**config.mk**
```make
export PLATFORM = sky130hd
export DESIGN_NAME = osc_source_ctrl
export DESIGN_NICKNAME = d
export VERILOG_FILES = /design/src/osc_pkg.sv /design/src/osc_startup_timer.sv /design/src/osc_source_ctrl.sv
export SDC_FILE = /design/constraint.sdc
export NUM_CORES = 1
export LEC_CHECK = 0
export BUFFER_PORTS_ARGS = -buffer_cell sky130_fd_sc_hd__buf_2
export CAP_MARGIN = 10
export CELL_PAD_IN_SITES_DETAIL_PLACEMENT = 0
export CELL_PAD_IN_SITES_GLOBAL_PLACEMENT = 1
export CORE_MARGIN = 1.5
export CORE_UTILIZATION = 44
export CTS_BUF_LIST = sky130_fd_sc_hd__clkbuf_16
export CTS_CLUSTER_SIZE = 20
export DETAILED_ROUTE_END_ITERATION = 8
export GPL_TIMING_DRIVEN = 0
export PLACE_DENSITY = 0.79
export SLEW_MARGIN = 10
export SYNTH_ARGS = -nofsm -noshare
export SYNTH_HDL_FRONTEND = slang
export SYNTH_SLANG_ARGS = --single-unit
```
**constraint.sdc**
```tcl
create_clock -name mclk_i -period 4.5 [get_ports mclk_i]
set_input_delay 0.9 -clock mclk_i [delete_from_list [all_inputs] [get_ports mclk_i]]
set_output_delay 0.9 -clock mclk_i [all_outputs]
set_load 0.01 [all_outputs]
```
**src/osc_pkg.sv**
```systemverilog
// Constants and types for the oscillator source control block
package osc_pkg;

    localparam int unsigned CLK_HZ          = 40_000_000;
    // Start-up waits in microseconds
    localparam int unsigned SPEEDUP_WAIT_US  = 1000;
    localparam int unsigned LOWPWR_WAIT_US   = 2000;
    localparam int unsigned SPEEDUP_CYCLES   = SPEEDUP_WAIT_US * (CLK_HZ / 1_000_000);
    localparam int unsigned LOWPWR_CYCLES    = LOWPWR_WAIT_US * (CLK_HZ / 1_000_000);
    localparam int unsigned CNT_W            = 17;

    localparam logic        FAST_SEL_RST     = 1'b0;
    localparam logic        SLOW_SEL_RST     = 1'b0;
    localparam logic        DRIVE_MODE_RST   = 1'b0;

    typedef enum logic [1:0]
    {
        OSC_EXT_FAST = 2'b00,
        OSC_INT_FAST = 2'b01,
        OSC_EXT_SLOW = 2'b10,
        OSC_INT_SLOW = 2'b11
    } osc_src_t;

    typedef struct packed
    {
        logic fast_source_select;
        logic slow_source_select;
        logic use_slow_clock;
        logic slow_crystal_enable;
        logic slow_crystal_drive_mode;
        logic sleep_req;
        logic slow_keep_in_idle;
    } osc_ctrl_t;

    typedef struct packed
    {
        osc_src_t sys_source;
        logic     sys_clk_on;
        logic     slow_clk_on;
        logic     slow_crystal_ready;
        logic     drive_mode;
        logic     drive_locked;
        logic     slow_pins_to_crystal;
        logic     fast_pins_to_crystal;
    } osc_stat_t;

endpackage : osc_pkg

```
**src/osc_startup_timer.sv**
```systemverilog
// Slow crystal start-up wait counter
`timescale 1ns/1ps
`default_nettype none
module osc_startup_timer
(
    input  wire logic mclk_i,
    input  wire logic sys_rst_i,
    input  wire logic enable_i,
    input  wire logic speedup_i,
    output logic      ready_o
);
    import osc_pkg::*;

    logic [CNT_W-1:0] cnt_q;
    logic [CNT_W-1:0] cnt_d;
    logic [CNT_W-1:0] limit;
    logic             ready_d;

    // Low-power mode waits longer
    assign limit   = speedup_i ? CNT_W'(SPEEDUP_CYCLES) : CNT_W'(LOWPWR_CYCLES);
    assign ready_d = enable_i && (ready_o || (cnt_q >= limit - 1'b1));
    assign cnt_d   = (!enable_i || ready_o) ? '0 : cnt_q + 1'b1;

    always_ff @(posedge mclk_i)
    begin
        if (sys_rst_i)
        begin
            cnt_q   <= '0;
            ready_o <= 1'b0;
        end
        else
        begin
            cnt_q   <= cnt_d;
            ready_o <= ready_d;
        end
    end
endmodule : osc_startup_timer
`default_nettype wire

```
**src/osc_source_ctrl.sv**
```systemverilog
// Oscillator source selection, drive mode lock and pin hand-over
`timescale 1ns/1ps
`default_nettype none
module osc_source_ctrl
(
    input  wire logic               mclk_i,
    input  wire logic               sys_rst_i,
    input  wire osc_pkg::osc_ctrl_t ctrl_i,
    output var  osc_pkg::osc_stat_t stat_o
);
    import osc_pkg::*;

    ////////////////////////////////////////////////////////////////////////
    // Registered controls
    logic     fast_sel_q;
    logic     slow_sel_q;
    logic     use_slow_q;
    logic     xtal_en_q;
    logic     drive_q;
    logic     sleep_q;
    logic     keep_q;
    logic     ready;
    logic     lock_now;
    logic     drive_d;
    osc_src_t src_d;

    // Slow crystal drives system clock
    assign lock_now = use_slow_q && !slow_sel_q;
    assign drive_d  = lock_now ? drive_q : ctrl_i.slow_crystal_drive_mode;

    always_ff @(posedge mclk_i)
    begin
        if (sys_rst_i)
        begin
            fast_sel_q <= FAST_SEL_RST;
            slow_sel_q <= SLOW_SEL_RST;
            use_slow_q <= 1'b0;
            xtal_en_q  <= 1'b0;
            drive_q    <= DRIVE_MODE_RST;
            sleep_q    <= 1'b0;
            keep_q     <= 1'b0;
        end
        else
        begin
            fast_sel_q <= ctrl_i.fast_source_select;
            slow_sel_q <= ctrl_i.slow_source_select;
            use_slow_q <= ctrl_i.use_slow_clock;
            xtal_en_q  <= ctrl_i.slow_crystal_enable;
            drive_q    <= drive_d;
            sleep_q    <= ctrl_i.sleep_req;
            keep_q     <= ctrl_i.slow_keep_in_idle;
        end
    end

    osc_startup_timer u_timer
    (
        .mclk_i    (mclk_i),
        .sys_rst_i (sys_rst_i),
        .enable_i  (xtal_en_q),
        .speedup_i (drive_q),
        .ready_o   (ready)
    );

    ////////////////////////////////////////////////////////////////////////
    // Source selection and outputs
    assign src_d = use_slow_q ? (slow_sel_q ? OSC_INT_SLOW : OSC_EXT_SLOW)
                              : (fast_sel_q ? OSC_INT_FAST : OSC_EXT_FAST);

    always_comb
    begin
        stat_o                      = '0;
        stat_o.sys_source           = src_d;
        stat_o.sys_clk_on           = !sleep_q;
        stat_o.slow_clk_on          = !sleep_q || keep_q;
        stat_o.slow_crystal_ready   = ready;
        stat_o.drive_mode           = drive_q;
        stat_o.drive_locked         = lock_now;
        stat_o.slow_pins_to_crystal = xtal_en_q && !slow_sel_q;
        stat_o.fast_pins_to_crystal = !fast_sel_q;
    end

    ////////////////////////////////////////////////////////////////////////
    // Check helpers: start-up wait counted apart from the timer
    logic [CNT_W-1:0] chk_wait_q;
    logic [CNT_W-1:0] chk_wait_d;
    logic             chk_wait_full;
    logic             chk_fast_q;
    logic             chk_fast_d;

    assign chk_wait_full = (chk_wait_q == CNT_W'(LOWPWR_CYCLES));
    assign chk_wait_d    = !xtal_en_q    ? '0
                         : chk_wait_full ? chk_wait_q
                         : chk_wait_q + 1'b1;
    assign chk_fast_d    = xtal_en_q && (chk_fast_q || drive_q);

    always_ff @(posedge mclk_i)
    begin
        if (sys_rst_i)
        begin
            chk_wait_q <= '0;
            chk_fast_q <= 1'b0;
        end
        else
        begin
            chk_wait_q <= chk_wait_d;
            chk_fast_q <= chk_fast_d;
        end
    end
endmodule : osc_source_ctrl
`default_nettype wire

```
==> results of run 1 <==
==> path summary, 6_finish.rpt <==
path / cells after the start / end / slack, ns
min: 1 / u_timer.cnt_q[0]$_SDFF_PP0_ / 0.44
max: 3 / stat_o[2] / 2.52
min reg2reg: 1 / u_timer.cnt_q[0]$_SDFF_PP0_ / 0.44
max reg2reg: 6 / u_timer.ready_o$_SDFF_PP0_ / 2.89
==> routing by layer <==
metal	vias up	wire [um]	track usage, %
li1	464	-	-
met1	418	935	20.3
met2	8	976	25.7
met3	2	50	5.00
met4	0	13	6.25
met5	-	0	0
==> per-stage QoR <==
| stage | setup slack (ns) | cell area (sq um) | util (%) |
|---|---|---|---|
| 5_1_grt | 2.44 | 1360 | 54.9 |
| 4_1_cts | 2.50 | 1360 | 54.9 |
| 3_3_place_gp | 2.37 | 1280 | 51.5 |
| 2_1_floorplan | 2.72 | 1150 | - |
| 6_report | 2.52 | 1360 | 54.9 |
| 3_5_place_dp | 2.35 | 1280 | 51.5 |
==> cells in the mapped netlist <==
library cell	count	area share, %
a21oi_1	4	1.7
a31o_2	1	0.76
a31oi_1	1	0.54
and2_1	2	1.1
and3_1	1	0.54
and3_2	1	0.65
and4_1	1	0.76
and4_4	1	0.98
and4b_1	1	0.87
buf_2	1	0.43
buf_4	4	2.6
buf_6	1	0.98
clkbuf_1	3	0.98
dfxtp_1	25	43
ha_1	6	6.5
inv_1	4	1.3
mux2i_1	1	0.87
nand2_1	5	1.6
nand2b_1	2	1.1
nand3_1	6	2.6
nand4_1	4	2.2
nand4_4	1	1.8
nor2_1	16	5.2
nor2b_1	8	4.3
nor3_1	1	0.43
o2111ai_1	1	0.76
o211ai_1	1	0.65
o21a_1	1	0.65
o21ai_0	6	2.6
or2_2	1	0.54
or3_1	4	2.2
xnor2_1	1	0.76
xor2_1	10	7.6
==> state kept, by name, summed over array words and instances (netlist names) <==
| name | count |
|---|---|
| u_timer.cnt_q | 17 |
| sleep_q | 1 |
| keep_q | 1 |
| xtal_en_q | 1 |
| slow_sel_q | 1 |
| use_slow_q | 1 |
| drive_q | 1 |
| fast_sel_q | 1 |
| u_timer.ready_o | 1 |
==> area by class of cell <==
class / count / area [sq um]
multi-input combinational: 88 / 581
tap: 30 / 37.5
timing repair buffer: 17 / 85.1
fill: 250 / 1120
sequential: 25 / 500
clock buffer: 3 / 75.1
buffer: 9 / 57.6
clock inverter: 1 / 8.76
inverter: 4 / 15.0
==> layout by cell type, fill, tap and decap left out, drive strengths merged, types with 6 or more instances in the layout <==
| cell type | netlist | layout |
|---|---|---|
| buf | 6 | 23 |
| clkbuf | 3 | 6 |
| dfxtp | 25 | 25 |
| ha | 6 | 6 |
| nand3 | 6 | 6 |
| nor2 | 16 | 16 |
| nor2b | 8 | 8 |
| o21ai | 6 | 6 |
| xor2 | 10 | 10 |
==> logic make-up (layout without fill, tap and decap cells) <==
| kind of cell | Yosys count | after routing | share of synthesized area (%) |
|---|---|---|---|
| DFF | 25 | 25 | 43.4 |
| adders and majority gates | 6 | 6 | 6.51 |
| xor gates and xnor gates | 11 | 11 | 8.35 |
| buffers and inverters | 13 | 34 | 6.29 |
| muxes | 1 | 1 | 0.868 |
| and+or+nand+nor | 55 | 55 | 26.9 |
| AOI/OAI and AO/OA | 15 | 15 | 7.70 |
==> power breakdown <==
part           internal, uW  switching (uW)  leakage (uW)
Combinational          11.7            10.4      0.000310
Sequential              225            2.57      0.000203
Clock                   123            80.2     0.0000415
Total                   359            93.2      0.000555
==> worst reg2reg max path: stages, from the launching register on <==
cell and delay (ns):
dfxtp_1 0.44, inv_1 0.09, ha_1 0.30, and4b_1 0.20
o2111ai_1 0.13, a31o_2 0.24, a31oi_1 0.14
==> summary.md, run 1 <==
| Metric | Value |
|---|---|
| Hold Crit Start | u_timer.cnt_q[0]$_SDFF_PP0_ |
| Worst r2r src | drive_q$_SDFFE_PP0N_ |
| Max_slew headroom | 69.9% |
| Die area | 2940 sq um |
| CP Max Fanout | 4 |
| CP Launch Point | use_slow_q$_SDFF_PP0_ |
| Count of boundary I/O pins | 18 |
| Mapped Nets | 141 |
| Status | complete, no violations |
| Via/cell ratio | 5.04 |
| Buffers & Inverters on Critical Path | 2 |
| Hold_buf cts | 0 |
| Vias | 892 |
| Starting DRT DRC Count | 7 |
| Slowest-stage cell, CP | dfxtp_1 |
| Setup Fix Bufs, Post-CTS | 0 |
| # DRC | 0 |
| Yosys cell types | 33 |
| Clock transition at path regs | 0.06 ns |
| Worst setup SP type | flop |
| Seq/Total Area, Yosys | 43.4% |
| Die X | 54.2 um |
| Area Growth Syn to Fin | 17.9% |
| Top delay family on crit path | flip-flops |
| Final hold vios | 0 |
| Worst Hold Class | flop to flop |
| Seq cells post-synth | 25 |
| F_max | 0.506 GHz |
| GP Congestion | 0.752 |
| Global route overflow | 0 |
| Detailed placement HPWL | 1.43 mm |
| Mapped Cells | 126 |
| Number of global-route vias before repair | 808 |
| Pwr dens | 333 nW/um^2 |
| Overall Global Routing Usage | 16.2% |
| CTS Root Cell | clkbuf_16 |
| Leakage | 0.000555 uW |
| Clk_lat worst skew | 0.26 ns |
| WL/cell | 11.2 um |
| Initial Utilization | 46.6% |
| Slew Limit Fails | 0 |
| CP arrival | 1.08 ns |
| CP required | 3.60 ns |
| TritonRoute pass-1 iters | 4 |
| # resized after CTS | 0 |
| Clock Skew | 0.00225 ns |
| Crit Path Class | flop to output port |
| Total power | 453 uW |
| Worst hold slack | 0.444 ns |
| Worst path max stage delay | 0.35 ns |
| H-tree levels | 1 |
| RSZ-0062 raised after global routing | false |
| Yosys warning total | 0 |
| Post-route ant nets | 0 |
| Initial antenna violation count | 0 |
| Final setup TNS | 0 ns |
| Dpl cells | 173 |
| First-pass GRT wire length | 3.38 mm |
| CP Capture Type | output port |
| Nets@finish | 163 |
| # clock sinks | 25 |
| Core Footprint | 2480 sq um |
| Crit share post-route | 43.9% |
| Final min period | 1.98 ns |
| IO Port Bufs | 17 |
| Setup-failing EPs final | 0 |
| Slew @ Worst Pin | 0.452 ns |
| Share of layout cells above drive strength 1 | 21.8% |
| Die Height | 54.2 um |
| TritonCTS clock tree | built |
| Cells along the critical path | nor2b_1 > buf_4 > buf_2 |
| Ant diodes | 0 |
| Post-synthesis cell area | 1150 sq um |
| Peak supply drop | 0.000316 V |
| Finished Layout Cells | 177 |
| Largest net degree at the start of global routing | 17 |
| Final wirelength | 1.98 mm |
| Mean area per synthesized cell | 9.16 sq um |
| TritonCTS buffer count | 3 |
| # rows | 18 |
| Max-cap violations | 0 |
| Clk buf depth | 2 |
(Power assumes the default switching activity.)
==> inputs of run 2 (changes only) <==
--- a/config.mk
+++ b/config.mk
@@ -10,12 +10,12 @@
 export CELL_PAD_IN_SITES_DETAIL_PLACEMENT = 0
 export CELL_PAD_IN_SITES_GLOBAL_PLACEMENT = 1
 export CORE_MARGIN = 1.5
-export CORE_UTILIZATION = 44
+export CORE_UTILIZATION = 41
 export CTS_BUF_LIST = sky130_fd_sc_hd__clkbuf_16
 export CTS_CLUSTER_SIZE = 20
 export DETAILED_ROUTE_END_ITERATION = 8
 export GPL_TIMING_DRIVEN = 0
-export PLACE_DENSITY = 0.79
+export PLACE_DENSITY = 0.74
 export SLEW_MARGIN = 10
 export SYNTH_ARGS = -nofsm -noshare
 export SYNTH_HDL_FRONTEND = slang
==> constraint.sdc (replaced) <==
create_clock -name mclk_i -period 1.99 [get_ports mclk_i]
set_input_delay 0.398 -clock mclk_i [delete_from_list [all_inputs] [get_ports mclk_i]]
set_output_delay 0.398 -clock mclk_i [all_outputs]
set_load 0.01 [all_outputs]
==> run 2 against run 1 <==
Critical path depth increased by 3. Non-clock buffer count unchanged. Via count increased by 1.6%. Worst setup slack got worse by 2.1 ns. First-iteration DRC count increased to 2.6 times the previous value. Hold slack got worse by 0.098 ns. Core utilization decreased by 4.7 points. Critical endpoint is now u_timer.ready_o$_SDFF_PP0_.
==> summary.md, run 2 (same netlist as run 1, synthesis figures left out) <==
| Metric | Value |
|---|---|
| Peak supply drop | 0.000517 V (was 0.000316 V) |
| Commonest non-fill, non-tap cell in the layout | dfxtp_1 (unchanged) |
| R2R setup slack | 0.39 ns (was 2.89 ns) |
| Die Height | 56.0 um (was 54.2 um) |
| Cells along the critical path | inv_1 > ha_1 > and4b_1 > o2111ai_1 > a31o_2 > a31oi_1 (was nor2b_1 > buf_4 > buf_2) |
| Largest net degree at the start of global routing | 16 (was 17) |
| TritonRoute pass-1 iters | 2 (was 4) |
| CP arrival | 1.79 ns (was 1.08 ns) |
| Multi-input logic area | 581 sq um (unchanged) |
| Clk_lat worst skew | 0.26 ns (about the same) |
| Initial antenna violation count | 0 (unchanged) |
| CTS Root Cell | clkbuf_16 (unchanged) |
| Worst setup margin | 0.388 ns (was 2.52 ns) |
| Hold Crit Start | ctrl_i[5] (was u_timer.cnt_q[0]$_SDFF_PP0_) |
| Share of layout cells above drive strength 1 | 21.8% (unchanged) |
| Crit share post-route | 80.5% |
| Die area | 3140 sq um (was 2940 sq um) |
| # DRC | 0 (unchanged) |
| F_max | 0.624 GHz |
| R2r worst-path depth | 6 (unchanged) |
| Final min period | 1.60 ns |
| Worst path max stage delay | 0.44 ns (was 0.35 ns) |
| Nets@finish | 163 (unchanged) |
| Initial Utilization | 42.6% (was 46.6%) |
| Slew @ Worst Pin | 0.449 ns (was 0.452 ns) |
| CP Capture Type | flop (was output port) |
| Pwr dens | 743 nW/um^2 (was 333 nW/um^2) |
| Max-cap violations | 0 (unchanged) |
| Reg area | 500 sq um (unchanged) |
| Ant diodes | 0 (unchanged) |
| Hold Path Depth | 2 (was 1) |
| IO Port Bufs | 17 (unchanged) |
| # resized after CTS | 0 (unchanged) |
| Starting DRT DRC Count | 18 (was 7) |
| Filler cell count | 257 (was 250) |
| Area Growth Syn to Fin | 17.9% (unchanged) |
| Commonest cells after routing, fill and taps aside | 25 x dfxtp_1, 18 x buf_2, 16 x nor2_1 (unchanged) |
| Buffers & Inverters on Critical Path | 1 (was 2) |
| Largest reg by FF count | u_timer.cnt_q (unchanged) |
| Die X | 56.0 um (was 54.2 um) |
| Setup-failing EPs final | 0 (unchanged) |
| Slew Limit Fails | 0 (unchanged) |
| Setup Fix Bufs, Post-CTS | 0 (unchanged) |
| Count of boundary I/O pins | 18 (unchanged) |
| Reg-to-reg endpoint | u_timer.ready_o$_SDFF_PP0_ (unchanged) |
| Final setup TNS | 0 ns (unchanged) |
| Final hold vios | 0 (unchanged) |
| H-tree levels | 1 (unchanged) |
| # clock sinks | 25 (unchanged) |
| Top delay family on crit path | compound AO/OA/AOI/OAI gates (was flip-flops) |
| Max_slew headroom | 70.1% (was 69.9%) |
| TritonCTS clock tree | built (unchanged) |
| Worst Hold Class | input pin to flop (was flop to flop) |
| First-pass GRT wire length | 3.87 mm (was 3.38 mm) |
| Detailed placement HPWL | 1.56 mm (was 1.43 mm) |
| Slowest-stage cell, CP | dfxtp_1 (unchanged) |
| Status | complete, no violations (unchanged) |
| Clock transition at path regs | 0.06 ns (about the same) |
| WL/cell | 11.7 um (was 11.2 um) |
| Overall Global Routing Usage | 15.5% (was 16.2%) |
| Post-route ant nets | 0 (unchanged) |
| CP Max Fanout | 6 (was 4) |
| Via/cell ratio | 5.09 (was 5.04) |
| Worst setup SP type | flop (unchanged) |
| Clk buf depth | 2 (unchanged) |
| # rows | 19 (was 18) |
| CP required | 2.18 ns (was 3.60 ns) |
| Vias | 906 (was 892) |
| Worst r2r src | drive_q$_SDFFE_PP0N_ (unchanged) |
| Hold path endpoint | slow_sel_q$_SDFF_PP0_ (was u_timer.cnt_q[0]$_SDFF_PP0_) |
| Clock Skew | 0.00195 ns (was 0.00225 ns) |
| Global route overflow | 0 (unchanged) |
| GP Congestion | 0.736 (was 0.752) |
| TritonCTS buffer count | 3 (unchanged) |
| Max reg flops | 17 (unchanged) |
| Final wirelength | 2.08 mm (was 1.98 mm) |
| Number of global-route vias before repair | 917 (was 808) |
| Core Footprint | 2710 sq um (was 2480 sq um) |
| Crit Path Class | flop to flop (was flop to output port) |
| Pre-CTS setup slack | 0.369 ns (was 2.35 ns) |
| Worst hold slack | 0.345 ns (was 0.444 ns) |
| RSZ-0062 raised after global routing | false (unchanged) |
| Hold_buf cts | 0 (unchanged) |
| Leakage | 0.000550 uW (was 0.000555 uW) |
run 2: cell count changes in the layout (fill, tap and decap cells not counted):
cell / previous run / this run
clkinvlp_4: 0 / 1
inv_6: 1 / 0
run 2: layout make-up:
| cell class | count | share of cell area (%) |
|---|---|---|
| Multi-Input combinational cell | 88 | 42.7 |
| Sequential cell | 25 | 36.8 |
| Timing Repair Buffer | 17 | 6.26 |
| Clock buffer | 3 | 5.52 |
| Buffer | 9 | 4.23 |
| Tap cell | 31 | 2.85 |
| Inverter | 4 | 1.10 |
| Clock inverter | 1 | 0.552 |
run 2: how the worst max path moves through the flow:
stage	startpoint	endpoint	slack, ns	depth (start not counted)
2_1_floorplan	drive_q$_SDFFE_PP0N_	u_timer.ready_o$_SDFF_PP0_	0.54	6
3_3_place_gp	sys_rst_i	u_timer.cnt_q[2]$_SDFF_PP0_	0.40	6
3_5_place_dp	sys_rst_i	u_timer.cnt_q[2]$_SDFF_PP0_	0.37	6
4_1_cts	drive_q$_SDFFE_PP0N_	u_timer.ready_o$_SDFF_PP0_	0.36	6
5_1_grt	drive_q$_SDFFE_PP0N_	u_timer.ready_o$_SDFF_PP0_	0.27	6
6_report	drive_q$_SDFFE_PP0N_	u_timer.ready_o$_SDFF_PP0_	0.39	6
run 2: power breakdown:
| part | internal [uW] | switching, uW |
|---|---|---|
| logic | 26.3 | 23.8 |
| registers | 509 | 6.20 |
| clock network | 272 | 172 |
run 2: worst reg2reg max path, stage by stage (launching register included):
cell,delay [ns]
dfxtp_1,0.44
inv_1,0.10
ha_1,0.30
and4b_1,0.19
o2111ai_1,0.12
a31o_2,0.24
a31oi_1,0.15
run 2: per-layer routing:
layer / GRT usage [%] / vias up / wire length [um]
met4: 6.12 / 0 / 34
met5: 0 / - / 0
li1: - / 468 / -
met1: 18.6 / 422 / 965
met3: 3.02 / 4 / 63
met2: 26.9 / 12 / 1020
run 2: stage by stage:
| stage | area, sq um | utilization (%) | power (uW) | cells |
|---|---|---|---|---|
| 5_1_grt | 1360 | 50.2 | 1050 | 178 |
| 3_5_place_dp | 1280 | 47.1 | 577 | 174 |
| 3_3_place_gp | 1280 | 47.1 | 576 | 174 |
| 6_report | 1360 | 50.2 | 1010 | 178 |
| 4_1_cts | 1360 | 50.2 | 1030 | 178 |
| 2_1_floorplan | 1150 | - | 555 | 126 |
==> inputs of run 3 (changes only) <==
--- a/config.mk
+++ b/config.mk
@@ -10,12 +10,12 @@
 export CELL_PAD_IN_SITES_DETAIL_PLACEMENT = 0
 export CELL_PAD_IN_SITES_GLOBAL_PLACEMENT = 1
 export CORE_MARGIN = 1.5
-export CORE_UTILIZATION = 41
+export CORE_UTILIZATION = 37
 export CTS_BUF_LIST = sky130_fd_sc_hd__clkbuf_16
 export CTS_CLUSTER_SIZE = 20
 export DETAILED_ROUTE_END_ITERATION = 8
 export GPL_TIMING_DRIVEN = 0
-export PLACE_DENSITY = 0.74
+export PLACE_DENSITY = 0.71
 export SLEW_MARGIN = 10
 export SYNTH_ARGS = -nofsm -noshare
 export SYNTH_HDL_FRONTEND = slang
==> constraint.sdc (replaced) <==
create_clock -name mclk_i -period 1.39 [get_ports mclk_i]
set_input_delay 0.278 -clock mclk_i [delete_from_list [all_inputs] [get_ports mclk_i]]
set_output_delay 0.278 -clock mclk_i [all_outputs]
set_load 0.01 [all_outputs]
==> run 3 against run 2 <==
Wire length increased by 2.6%. Final cell count increased by 3.9%. Clock skew increased by 0.00090 ns. Clock power increased by 40%. Total power increased by 42%.
==> summary.md, run 3 (same netlist as run 1, synthesis figures left out) <==
| Metric | Value |
|---|---|
| Status | complete, no violations (unchanged) |
| Ant diodes | 0 (unchanged) |
| Setup-failing EPs final | 0 (unchanged) |
| Commonest non-fill, non-tap cell in the layout | buf_2 (was dfxtp_1) |
| Cell area after layout | 1450 sq um (was 1360 sq um) |
| Clock Skew | 0.00285 ns (was 0.00195 ns) |
| GP Congestion | 0.743 (was 0.736) |
| Clock network power share | 43.4% (was 44.0%) |
| Int Pwr | 1150 uW (was 808 uW) |
| Final hold vios | 0 (unchanged) |
| Worst Hold Class | input pin to flop (unchanged) |
| # DRC | 0 (unchanged) |
| TritonRoute pass-1 iters | 4 (was 2) |
| Vias | 939 (was 906) |
| Die area | 3460 sq um (was 3140 sq um) |
| Max-cap violations | 0 (unchanged) |
| Slew @ Worst Pin | 0.269 ns (was 0.449 ns) |
| Peak supply drop | 0.000392 V (was 0.000517 V) |
| Largest net degree at the start of global routing | 14 (was 16) |
| Hold Path Depth | 2 (unchanged) |
| Nets@finish | 168 (was 163) |
| Clock transition at path regs | 0.06 ns (about the same) |
| R2R setup slack | 0.02 ns (was 0.39 ns) |
| Clk buf depth | 2 (unchanged) |
| Hold_buf cts | 0 (unchanged) |
| Starting DRT DRC Count | 19 (was 18) |
| Worst r2r src | drive_q$_SDFFE_PP0N_ (unchanged) |
| Final wirelength | 2.14 mm (was 2.08 mm) |
| Area Growth Syn to Fin | 25.4% (was 17.9%) |
| CP Max Fanout | 4 (was 6) |
| Die X | 58.8 um (was 56.0 um) |
| H-tree levels | 1 (unchanged) |
| Post-route ant nets | 0 (unchanged) |
| F_max | 0.730 GHz (was 0.624 GHz) |
| Crit share post-route | 98.6% (was 80.5%) |
| Slew Limit Fails | 0 (unchanged) |
| Max reg flops | 17 (unchanged) |
| Initial Utilization | 38.4% (was 42.6%) |
| Final min period | 1.37 ns (was 1.60 ns) |
| Net Sw Power | 281 uW (was 202 uW) |
| Crit Path Class | flop to flop (unchanged) |
| First-pass GRT wire length | 3.58 mm (was 3.87 mm) |
| Die Height | 58.8 um (was 56.0 um) |
| DP Area | 1280 sq um (about the same) |
| Sequential power share | 51.2% (was 51.0%) |
| Global route overflow | 0 (unchanged) |
| TritonCTS clock tree | built (unchanged) |
| WL/cell | 11.6 um (was 11.7 um) |
| Number of global-route vias before repair | 875 (was 917) |
| Hold path endpoint | use_slow_q$_SDFF_PP0_ (was slow_sel_q$_SDFF_PP0_) |
| R2r worst-path depth | 6 (unchanged) |
| Core Footprint | 3000 sq um (was 2710 sq um) |
| Initial antenna violation count | 0 (unchanged) |
| Worst setup SP type | flop (unchanged) |
| CP arrival | 1.56 ns (was 1.79 ns) |
| Reg-to-reg endpoint | u_timer.ready_o$_SDFF_PP0_ (unchanged) |
| Max_slew headroom | 82.0% (was 70.1%) |
| Switching share of power | 19.6% (was 20.0%) |
| TritonCTS buffer count | 3 (unchanged) |
| Via/cell ratio | 5.08 (was 5.09) |
| # rows | 20 (was 19) |
| Clk_lat worst skew | 0.26 ns (about the same) |
| Count of boundary I/O pins | 18 (unchanged) |
| Leakage | 0.000599 uW (was 0.000550 uW) |
| IO Port Bufs | 17 (unchanged) |
| RSZ-0062 raised after global routing | true (was false) |
| Commonest cells after routing, fill and taps aside | 18 x buf_2, 17 x dfxtp_1, 16 x nor2_1 (was 25 x dfxtp_1, 18 x buf_2, 16 x nor2_1) |
| Share of layout cells above drive strength 1 | 34.2% (was 21.8%) |
| CP required | 1.58 ns (was 2.18 ns) |
| Gate power share | 5.4% (was 5.0%) |
| Overall Global Routing Usage | 13.7% (was 15.5%) |
| Pwr dens | 989 nW/um^2 (was 743 nW/um^2) |
| Worst hold slack | 0.230 ns (was 0.345 ns) |
| Hold Crit Start | ctrl_i[4] (was ctrl_i[5]) |
| Final setup TNS | 0 ns (unchanged) |
| Largest reg by FF count | u_timer.cnt_q (unchanged) |
| # clock sinks | 25 (unchanged) |
| CTS Root Cell | clkbuf_16 (unchanged) |
| CP Capture Type | flop (unchanged) |
## run 3: worst max-delay path by stage
stage | cells past startpoint | to | startpoint
floorplan | 6 | u_timer.ready_o$_SDFF_PP0_ | drive_q$_SDFFE_PP0N_
global placement | 6 | u_timer.ready_o$_SDFF_PP0_ | drive_q$_SDFFE_PP0N_
detailed placement | 5 | u_timer.cnt_q[14]$_SDFF_PP0_ | u_timer.cnt_q[0]$_SDFF_PP0_
CTS | 6 | u_timer.ready_o$_SDFF_PP0_ | drive_q$_SDFFE_PP0N_
global route | 6 | u_timer.ready_o$_SDFF_PP0_ | drive_q$_SDFFE_PP0N_
finish | 6 | u_timer.ready_o$_SDFF_PP0_ | drive_q$_SDFFE_PP0N_
## run 3: metal layers
metal | global-route usage [%] | vias to the layer above | share of wire [%]
met4 | 6.82 | 0 | 1.8
met3 | 3.08 | 5 | 3.2
met5 | 0 | - | 0
met1 | 14.8 | 441 | 45
li1 | - | 480 | -
met2 | 24.8 | 13 | 50
## run 3: cell type report
cell class,instances,area (sq um)
Timing Repair Buffer,25,145
Clock inverter,1,3.75
Fill cell,295,1560
Inverter,4,17.5
Tap cell,33,41.3
Sequential cell,25,518
Buffer,6,46.3
Clock buffer,3,75.1
Multi-Input combinational cell,88,599
## run 3: timing repair
action                                  in CTS  in global routing
endpoints found under the setup margin       6                 15
endpoints found under the hold margin        0                  0
pin swaps                                    3                  6
resized for setup                            9                  7
setup buffers                                2                  6
## run 3: power groups by stage
| stage | logic [uW] | registers (uW) | clock network, uW |
|---|---|---|---|
| finish | 76.7 | 733 | 621 |
| global route | 87.4 | 734 | 665 |
| CTS | 79.1 | 737 | 642 |
| detailed placement | 73.0 | 754 | 0 |
| global placement | 71.4 | 754 | 0 |
| floorplan | 42.9 | 752 | 0 |
## run 3: stage by stage
step	worst slack, ns	cells	util [%]	power [uW]
after floorplan	0.000274	126	-	795
after global placement	-0.113	176	42.7	825
after detailed placement	-0.141	176	42.7	827
after CTS	0.00139	180	46.4	1460
after global routing	-0.0648	185	48.2	1490
final	0.0194	185	48.2	1430
## run 3: worst max-delay path: stages, from the launching register on
cell       delay, ns
dfxtp_4         0.38
inv_4           0.04
ha_4            0.25
and4b_1         0.18
o2111ai_1       0.12
a31o_2          0.23
a31oi_1         0.11
